==> config.mk <==
export PLATFORM = sky130hd
export DESIGN_NAME = ubm_multiplier
export DESIGN_NICKNAME = d
export VERILOG_FILES = /design/src/core/ubm_pkg.sv /design/src/core/ubm_mul_if.sv /design/src/core/ubm_mul_array.sv /design/src/core/ubm_multiplier.sv
export VERILOG_INCLUDE_DIRS = /design/src /design/src/core
export SDC_FILE = /design/constraint.sdc
export NUM_CORES = 1
export LEC_CHECK = 0
export ABC_AREA = 1
export BUFFER_PORTS_ARGS = -buffer_cell sky130_fd_sc_hd__buf_4
export CAP_MARGIN = 20
export CORE_ASPECT_RATIO = 0.75
export CORE_MARGIN = 2
export CORE_UTILIZATION = 60
export DETAILED_ROUTE_END_ITERATION = 16
export PLACE_DENSITY = 0.8
export SYNTH_ARGS = -nofsm -noshare
export SYNTH_HDL_FRONTEND = slang
export SYNTH_HIERARCHICAL = 1
export SYNTH_SLANG_ARGS = --single-unit
==> constraint.sdc <==
create_clock -name CLK_SYS -period 1.4 [get_ports CLK_SYS]
set_input_delay 0.14 -clock CLK_SYS [delete_from_list [all_inputs] [get_ports CLK_SYS]]
set_output_delay 0.14 -clock CLK_SYS [all_outputs]
set_load 0.05 [all_outputs]
==> src/core/ubm_regs.svh <==
// Purpose: Constants for the byte multiplier block
// Assumes: Included by bare name from design files
// Notes:   Definitions only
`ifndef UBM_REGS_SVH
`define UBM_REGS_SVH

// Operand and product widths
`define UBM_OPND_W      8
`define UBM_PROD_W      16
// Field positions of the product
`define UBM_HI_MSB      15
`define UBM_HI_LSB      8
`define UBM_LO_MSB      7
`define UBM_LO_LSB      0
// Reset values of the product registers
`define UBM_PROD_HI_RST 8'h00
`define UBM_PROD_LO_RST 8'h00
// Reset value of the stand-in flag register
`define UBM_STATUS_RST  5'h00
// Cycles from issue to readable product
`define UBM_LAT_CYC     1

`endif

==> src/core/ubm_pkg.sv <==
// Purpose: Types shared by the byte multiplier files
// Assumes: Constants header supplies the widths
// Notes:   Nothing is imported anywhere
`include "ubm_regs.svh"
package ubm_pkg;
	// One operand byte
	typedef logic [`UBM_OPND_W-1:0] ubm_byte_t;
	// Full product
	typedef logic [`UBM_PROD_W-1:0] ubm_prod_t;
	// Source of a product register update
	typedef enum logic [1:0] {
		UBM_SRC_HOLD,
		UBM_SRC_MUL,
		UBM_SRC_WR
	} ubm_src_e;
endpackage

==> src/core/ubm_mul_if.sv <==
// Purpose: Carrier between the multiplier top and its array
// Assumes: Same clock on both sides
// Notes:   Purely combinational payload
`timescale 1ns/1ps
interface ubm_mul_if;
	ubm_pkg::ubm_byte_t opnd_a;  // Working register operand
	ubm_pkg::ubm_byte_t opnd_b;  // File operand
	ubm_pkg::ubm_prod_t product; // Unsigned product
	modport master (output opnd_a, output opnd_b, input product);
	modport array (input opnd_a, input opnd_b, output product);
endinterface

==> src/core/ubm_mul_array.sv <==
// Purpose: Combinational unsigned byte product
// Assumes: Operands are plain magnitudes
// Notes:   Shift-add form, maps to one multiplier in synthesis
`timescale 1ns/1ps
`include "ubm_regs.svh"
module ubm_mul_array (
	ubm_mul_if.array mif
);
	////////////////////////////////////////////////////////////////////////////
	// Zero-extended partial products only; no sign handling at all
	always_comb begin
		ubm_pkg::ubm_prod_t acc; // Running sum
		acc = '0;
		for (int i = 0; i < `UBM_OPND_W; i++) begin
			// Add shifted operand when multiplier bit set
			if (mif.opnd_b[i]) begin
				acc = acc + (ubm_pkg::ubm_prod_t'(mif.opnd_a) << i); // RQ1
			end
		end
		mif.product = acc;
	end
endmodule

==> src/core/ubm_multiplier.sv <==
// Purpose: Unsigned 8x8 multiplier with product register pair
// Assumes: Core issues requests synchronous to CLK_SYS
// Notes:   Result visible one edge after issue
// Function
// RQ1: Operands are unsigned, never sign extended
// RQ2: High byte to high reg, low to low
// RQ3: Multiply never changes status flags
// RQ4: Product ready for the next instruction
// RQ5: Operands are working register and file byte
// RQ6: Software corrects high byte for signed results
// RQ7: Product holds until multiply or direct write
`timescale 1ns/1ps
`include "ubm_regs.svh"
module ubm_multiplier (
	input  wire logic                   CLK_SYS,
	input  wire logic                   RST_N,
	input  wire logic                   MUL_ISSUE,
	input  wire ubm_pkg::ubm_byte_t     WORK_REG,
	input  wire ubm_pkg::ubm_byte_t     FILE_OPND,
	input  wire logic                   PROD_HI_WE,
	input  wire logic                   PROD_LO_WE,
	input  wire ubm_pkg::ubm_byte_t     PROD_WDATA,
	input  wire logic [4:0]             STATUS_IN,
	input  wire logic                   STATUS_WE,
	output ubm_pkg::ubm_byte_t          PRODUCT_HIGH,
	output ubm_pkg::ubm_byte_t          PRODUCT_LOW,
	output logic [4:0]                  STATUS_OUT,
	output logic                        MUL_DONE
);
	////////////////////////////////////////////////////////////////////////////
	// Signals
	ubm_mul_if             mif ();            // Array carrier
	ubm_pkg::ubm_byte_t    product_high_reg;  // Upper product byte
	ubm_pkg::ubm_byte_t    product_low_reg;   // Lower product byte
	logic [4:0]            status_reg;        // Core flags
	logic                  done_reg;          // Completion pulse
	ubm_pkg::ubm_src_e     hi_src;            // High byte source
	ubm_pkg::ubm_src_e     lo_src;            // Low byte source

	////////////////////////////////////////////////////////////////////////////
	// Operand routing: working register times file operand
	assign mif.opnd_a = WORK_REG;  // RQ5
	assign mif.opnd_b = FILE_OPND; // RQ5

	ubm_mul_array u_array (
		.mif (mif.array)
	);

	////////////////////////////////////////////////////////////////////////////
	// Source select; multiply wins over a same-cycle direct write
	always_comb begin
		if (MUL_ISSUE) begin
			hi_src = ubm_pkg::UBM_SRC_MUL;
			lo_src = ubm_pkg::UBM_SRC_MUL;
		end else begin
			hi_src = PROD_HI_WE ? ubm_pkg::UBM_SRC_WR : ubm_pkg::UBM_SRC_HOLD;
			lo_src = PROD_LO_WE ? ubm_pkg::UBM_SRC_WR : ubm_pkg::UBM_SRC_HOLD;
		end
	end

	////////////////////////////////////////////////////////////////////////////
	// High product register
	always_ff @(posedge CLK_SYS or negedge RST_N) begin
		if (!RST_N) begin
			product_high_reg <= `UBM_PROD_HI_RST;
		end else begin
			unique case (hi_src)
				ubm_pkg::UBM_SRC_MUL: begin
					product_high_reg <= mif.product[`UBM_HI_MSB:`UBM_HI_LSB]; // RQ2
				end
				ubm_pkg::UBM_SRC_WR: begin
					product_high_reg <= PROD_WDATA; // RQ7
				end
				ubm_pkg::UBM_SRC_HOLD: begin
					product_high_reg <= product_high_reg; // RQ7
				end
			endcase
		end
	end

	////////////////////////////////////////////////////////////////////////////
	// Low product register
	always_ff @(posedge CLK_SYS or negedge RST_N) begin
		if (!RST_N) begin
			product_low_reg <= `UBM_PROD_LO_RST;
		end else begin
			unique case (lo_src)
				ubm_pkg::UBM_SRC_MUL: begin
					product_low_reg <= mif.product[`UBM_LO_MSB:`UBM_LO_LSB]; // RQ2
				end
				ubm_pkg::UBM_SRC_WR: begin
					product_low_reg <= PROD_WDATA; // RQ7
				end
				ubm_pkg::UBM_SRC_HOLD: begin
					product_low_reg <= product_low_reg; // RQ7
				end
			endcase
		end
	end

	////////////////////////////////////////////////////////////////////////////
	// Status flags: only the core's own write changes them
	always_ff @(posedge CLK_SYS or negedge RST_N) begin
		if (!RST_N) begin
			status_reg <= `UBM_STATUS_RST;
		end else if (STATUS_WE && !MUL_ISSUE) begin
			// A multiply cycle carries no flag update
			status_reg <= STATUS_IN; // RQ3
		end
	end

	////////////////////////////////////////////////////////////////////////////
	// Done pulse one edge after issue
	always_ff @(posedge CLK_SYS or negedge RST_N) begin
		if (!RST_N) begin
			done_reg <= 1'b0;
		end else begin
			done_reg <= MUL_ISSUE; // RQ4
		end
	end

	// Outputs straight from flops
	assign PRODUCT_HIGH = product_high_reg;
	assign PRODUCT_LOW  = product_low_reg;
	assign STATUS_OUT   = status_reg;
	assign MUL_DONE     = done_reg;

	////////////////////////////////////////////////////////////////////////////
	// Checks
	// Registered pair equals the zero-extended operands multiplied
	property p_unsigned_product;
		@(posedge CLK_SYS) disable iff (!RST_N)
		MUL_ISSUE |=> {product_high_reg, product_low_reg} ==
			(16'($past(WORK_REG)) * 16'($past(FILE_OPND)));
	endproperty
	a_unsigned_product: assert property (p_unsigned_product) // RQ1
		else $error("product is not the unsigned product");

	// Largest operands show where each product byte lands
	property p_high_byte;
		@(posedge CLK_SYS) disable iff (!RST_N)
		(MUL_ISSUE && WORK_REG == 8'hFF && FILE_OPND == 8'hFF) |=>
			(product_high_reg == 8'hFE && product_low_reg == 8'h01);
	endproperty
	a_high_byte: assert property (p_high_byte) // RQ2
		else $error("product bytes placed wrongly");

	// A multiply edge never moves the flags
	property p_flags_kept;
		@(posedge CLK_SYS) disable iff (!RST_N)
		MUL_ISSUE |=> $stable(status_reg);
	endproperty
	a_flags_kept: assert property (p_flags_kept) // RQ3
		else $error("multiply changed flags");

	// Low product byte and done pulse both present one edge after issue
	property p_one_cycle;
		@(posedge CLK_SYS) disable iff (!RST_N)
		MUL_ISSUE |=> MUL_DONE ##0 (product_low_reg == 8'($past(WORK_REG) * $past(FILE_OPND)));
	endproperty
	a_one_cycle: assert property (p_one_cycle) // RQ4
		else $error("product not ready after one cycle");

	// Unit file operand passes the working register straight through
	property p_operand_route;
		@(posedge CLK_SYS) disable iff (!RST_N)
		(MUL_ISSUE && FILE_OPND == 8'h01) |=> product_low_reg == $past(WORK_REG);
	endproperty
	a_operand_route: assert property (p_operand_route) // RQ5
		else $error("working register not used as operand");

	// Nothing asked, nothing changes
	property p_hold;
		@(posedge CLK_SYS) disable iff (!RST_N)
		(!MUL_ISSUE && !PROD_HI_WE && !PROD_LO_WE) |=>
			$stable(product_high_reg) && $stable(product_low_reg);
	endproperty
	a_hold: assert property (p_hold) // RQ7
		else $error("product changed without cause");

	// Direct write to the high byte outside a multiply
	property p_direct_write;
		@(posedge CLK_SYS) disable iff (!RST_N)
		(!MUL_ISSUE && PROD_HI_WE) |=> product_high_reg == $past(PROD_WDATA);
	endproperty
	a_direct_write: assert property (p_direct_write) // RQ7
		else $error("direct write to high product lost");

	// Done never appears without a multiply behind it
	property p_done_only_after_issue;
		@(posedge CLK_SYS) disable iff (!RST_N)
		!MUL_ISSUE |=> !MUL_DONE;
	endproperty
	a_done_only_after_issue: assert property (p_done_only_after_issue) // RQ4
		else $error("done without issue");

	// Both operands high: an unsigned reading keeps the top byte large
	property p_high_unsigned;
		@(posedge CLK_SYS) disable iff (!RST_N)
		(MUL_ISSUE && WORK_REG[7] && FILE_OPND[7]) |=> product_high_reg >= 8'h40;
	endproperty
	a_high_unsigned: assert property (p_high_unsigned) // RQ1
		else $error("top byte too small for unsigned operands");

	// Core flag write outside a multiply lands unchanged
	property p_status_write;
		@(posedge CLK_SYS) disable iff (!RST_N)
		(STATUS_WE && !MUL_ISSUE) |=> status_reg == $past(STATUS_IN);
	endproperty
	a_status_write: assert property (p_status_write) // RQ3
		else $error("flag write lost");

	// Direct write to the low byte outside a multiply
	property p_direct_write_low;
		@(posedge CLK_SYS) disable iff (!RST_N)
		(!MUL_ISSUE && PROD_LO_WE) |=> product_low_reg == $past(PROD_WDATA);
	endproperty
	a_direct_write_low: assert property (p_direct_write_low) // RQ7
		else $error("direct write to low product lost");

	// A low-only write must leave the high byte alone
	property p_high_kept_on_low_write;
		@(posedge CLK_SYS) disable iff (!RST_N)
		(!MUL_ISSUE && !PROD_HI_WE && PROD_LO_WE) |=> $stable(product_high_reg);
	endproperty
	a_high_kept_on_low_write: assert property (p_high_kept_on_low_write) // RQ7
		else $error("high product moved on a low write");
endmodule

==> impl_metrics.csv, run 1 <==
group,metric,value,unit
clocking,cts_sinks,22,
clocking,clockBufferDepth,2,
die,initial_utilization,61.67,%
synthesis,synth_flop_cell,"dfrtp_1",
run_status,lastStage,"clock tree synthesis",
run_status,outcome,"did not finish",
die,fp.dieH,76.22,um
die,rows,26,
run_status,firstError,"[ERROR DPL-0038] Utilization greater than 100%, impossible to legalize",
die,die_w,100.3,um
placement,dp_hpwl,10.96,mm
synthesis,postSynth.asyncResetShare,100.0,%
synthesis,ys_seq_area_share,13.19,%
clocking,cts_made_buffers,3,
synthesis,synth_area_per_cell,6.449,um^2
synthesis,ys_ff_latch,22,
synthesis,synth_fp_nets,750,
clocking,ctsHoldBuffers,1,
clocking,post_cts_buffers,46,
synthesis,yosysWarnings,6,
synthesis,synthCells,647,
placement,port-buffer-count,56,
die,ioPinCount,57,
clocking,htreeDepth,1,
clocking,clock-root-buffer,"clkbuf_8",
synthesis,synth.cell_area,4173,um^2
synthesis,synth_cell_type_count,36,
placement,place_congestion,0.9429,
placement,dp.cells,928,
clocking,cts.repair.resized,71,
synthesis,synth_edf_count,0,
placement,place_ws,-6.167,ns
==> logic make-up after synthesis <==
family,after synthesis,synth area share (%)
xor+xnor,20,4.198
fa+ha+maj,68,21.65
simple gates,369,41.17
flops,22,13.19
buf+inv,97,9.565
compound gates,71,10.22
==> through the flow <==
stage | cell area, um^2 | hold WS, ns
2_1_floorplan | 4349 | -0.1556
3_3_place_gp | 5942 | 0.03577
3_5_place_dp | 5942 | 0.03822
==> cells in the mapped netlist, drive strengths merged (8+ instances only) <==
cell	count	share of area (%)
xnor2	8	1.7
nand2	222	20
xor2	12	2.5
nor2	11	1.6
buf	13	2.0
dfrtp	22	13
nand3	107	15
a21oi	34	4.2
or2	11	1.6
o21ai	26	4.1
ha	61	18
inv	82	7.4
==> run 2: changes to the inputs <==
- CORE_ASPECT_RATIO: 0.75 -> not set
- CORE_UTILIZATION: 60 -> 40
- PLACE_DENSITY: 0.8 -> not set
- PLACE_DENSITY_LB_ADDON: not set -> 0.15
==> impl_metrics.csv, run 2 <==
group,metric,value,unit
power_and_ir_drop,power,8.676,mW
global_routing,grt_util_met3,1.901,%
global_routing,met2_usage,43.73,%
sta,relSlewSlack,77.36,%
final_layout,final_area,7300,um^2
synthesis,synth_top_area_share,19.43,%
global_routing,grt-ovfl-total,0,
power_and_ir_drop,powerDensity,1189,nW/um^2
final_layout,antennaDiodeCount,0,
sta,setup_violations,14,
final_layout,fin_nets,1015,
run_status,violations,"setup timing",
placement,dp_hpwl,10.46,mm
final_layout,nFillCells,783,
synthesis,synth_flop_cell,"dfrtp_1",
final_layout,multi_input_area,4101,um^2
placement,place_congestion,0.8841,
clocking,cts_sinks,22,
critical_path,arrival,7.17,ns
synthesis,ys_top_cells_by_area,"nand2_1, ha_1, dfrtp_1",
critical_path,crit_path_max_incr_delay,0.54,ns
placement,place_ws,-6.047,ns
placement,dp.cells,981,
final_layout,area_growth,74.93,%
worst_hold_path,hold_end,"STATUS_OUT[4]$_DFFE_PN0P_",
global_routing,antenna_found_initial,0,
final_layout,ff_latch_area,550.5,um^2
die,rows,37,
critical_path,crit_path_start_kind,"input port",
clocking,worst_setup_hold_path_clk_slew,0.07,ns
sta,drv_slew,0,
route,routed_wl,14.81,mm
synthesis,postSynth.asyncResetShare,100.0,%
sta,rsz0062_at_grt,"yes",
global_routing,grt_max_degree,23,
critical_path,reg2reg_depth,2,
global_routing,grt_pass1_wl,23.36,mm
placement,port-buffer-count,56,
synthesis,synth_edf_count,0,
route,ant_nets,0,
synthesis,synth.cell_area,4173,um^2
clocking,htreeDepth,1,
synthesis,synth_cell_type_count,36,
sta,worst_pin_slew,0.3361,ns
synthesis,yosys.area.top_type,"nand2_1",
die,ioPinCount,57,
final_layout,layout_commonest_cell,"buf_4",
critical_path,critPathKind,"in2reg",
synthesis,yosysWarnings,6,
synthesis,synth_fp_nets,750,
critical_path,crit_family,"adder cells",
synthesis,ys_ff_latch,22,
sta,fmax,142.3,MHz
sta,finalCriticalPeriod,7.027,ns
critical_path,critPathMaxFanout,4,
critical_path,critPathCaptureType,"flip-flop",
synthesis,ys_top_cells_by_count,"nand2_1, nand3_1, inv_1",
sta,skew,0,ns
sta,hold_viol_final,0,
route,via_per_inst,5.011,
worst_hold_path,whs_path_depth,3,
clocking,clock_latency,0.26,ns
power_and_ir_drop,leakage,3.807,nW
critical_path,cp.required,1.55,ns
final_layout,final_cell_mix,"buf_4, nand2_1, nand3_1",
sta,holdWs,0.07451,ns
die,initial_utilization,40.79,%
power_and_ir_drop,vdd_ir_drop_max,0.6669,mV
die,fp.dieH,106.1,um
critical_path,cp_common_cell,"inv_2",
run_status,outcome,"finished with violations",
route,first_pass_iters,5,
route,first_iter_violations,245,
route,wl_per_cell,14.15,um
synthesis,yosysMostFrequentCell,"nand2_1",
die,core-area,10230,um^2
die,fp.dieArea,11260,um^2
flow_run,drv_cap,0,
sta,finalCritPeriodShare,501.9,%
clocking,cts_made_buffers,3,
global_routing,met1_usage,33.03,%
critical_path,crit_path_start,"FILE_OPND[0]",
critical_path,reg2reg_to,"PRODUCT_HIGH[7]$_DFFE_PN0P_",
synthesis,ys_seq_area_share,13.19,%
global_routing,grt.busiest_layer,"met2",
synthesis,synthCells,647,
clocking,clock-root-buffer,"clkbuf_8",
clocking,clockBufferDepth,2,
critical_path,critPathSlowestCell,"fa_2",
route,num_vias,5241,
route,drc,0,
die,die_w,106.1,um
clocking,cts_tree,"done",
critical_path,rrSetupSlack,0.75,ns
sta,worst_slack,-5.627,ns
critical_path,r2r_start,"PRODUCT_HIGH[7]$_DFFE_PN0P_",
global_routing,grt_pass1_vias,5163,
global_routing,track_usage,25.04,%
worst_hold_path,hp-class,"in2reg",
worst_hold_path,hold_start,"STATUS_IN[4]",
final_layout,drive_gt1_share,51.54,%
placement,place_area,6015,um^2
final_layout,instances_no_fill,1046,
synthesis,synth_area_per_cell,6.449,um^2
critical_path,path_buf_inv,9,
run 2: how the worst max path moves through the flow:
stage	end	slack, ns	cells past startpoint
2_1_floorplan	PRODUCT_HIGH[7]$_DFFE_PN0P_	-5.52	42
3_3_place_gp	PRODUCT_HIGH[6]$_DFFE_PN0P_	-5.87	55
3_5_place_dp	PRODUCT_HIGH[5]$_DFFE_PN0P_	-6.05	53
4_1_cts	PRODUCT_HIGH[7]$_DFFE_PN0P_	-5.36	51
5_1_grt	PRODUCT_HIGH[6]$_DFFE_PN0P_	-6.02	53
6_report	PRODUCT_HIGH[6]$_DFFE_PN0P_	-5.63	47
run 2: through the flow:
stage | utilization, % | setup TNS, ns
CTS | 66.25 | -55.63
finish | 71.35 | -58.22
detailed placement | 58.79 | -62.22
global placement | 58.79 | -60.51
floorplan | - | -56.60
global route | 71.35 | -61.60
run 2: final cells by class:
cell class / count / share of cell area, %
multi-input cells: 528 / 56.19
repair buffers: 274 / 29.04
flip-flops and latches: 22 / 7.542
inverters: 83 / 4.337
well taps: 136 / 2.331
clock buffers: 3 / 0.5656
run 2: cell families after synthesis:
group | count (synthesis) | share of synthesized area, %
flops | 22 | 13.19
simple gates | 369 | 41.17
buf+inv | 97 | 9.565
fa+ha+maj | 68 | 21.65
compound gates | 71 | 10.22
xor+xnor | 20 | 4.198
run 2: timing repair:
item | CTS | global route
setup endpoints to repair | 14 | 14
hold buffers | 1 | 0
endpoints found under the hold margin | 22 | 0
setup buffers | 40 | 26
pin swaps | 59 | 75
gates resized for setup | 69 | 75
run 2: report_power, final:
part	switching, mW	leakage (nW)	internal, mW
sequential	0.0678	0.272	0.763
clock	0.193	0.0216	0.192
combinational	3.65	3.51	3.81
total	3.91	3.81	4.76
run 2: worst register-to-register path, cell delays in order, from the launching register on:
cell	delay [ns]
dfrtp_1	0.39
nand2_1	0.09
nand3_2	0.07
run 2: layer usage:
metal	wire length, um	share of wire (%)
met4	329	2.2
met5	0	0
met2	7302	49
met3	601	4.1
met1	6571	44
No activity file was read; power rests on OpenSTA's default activity.
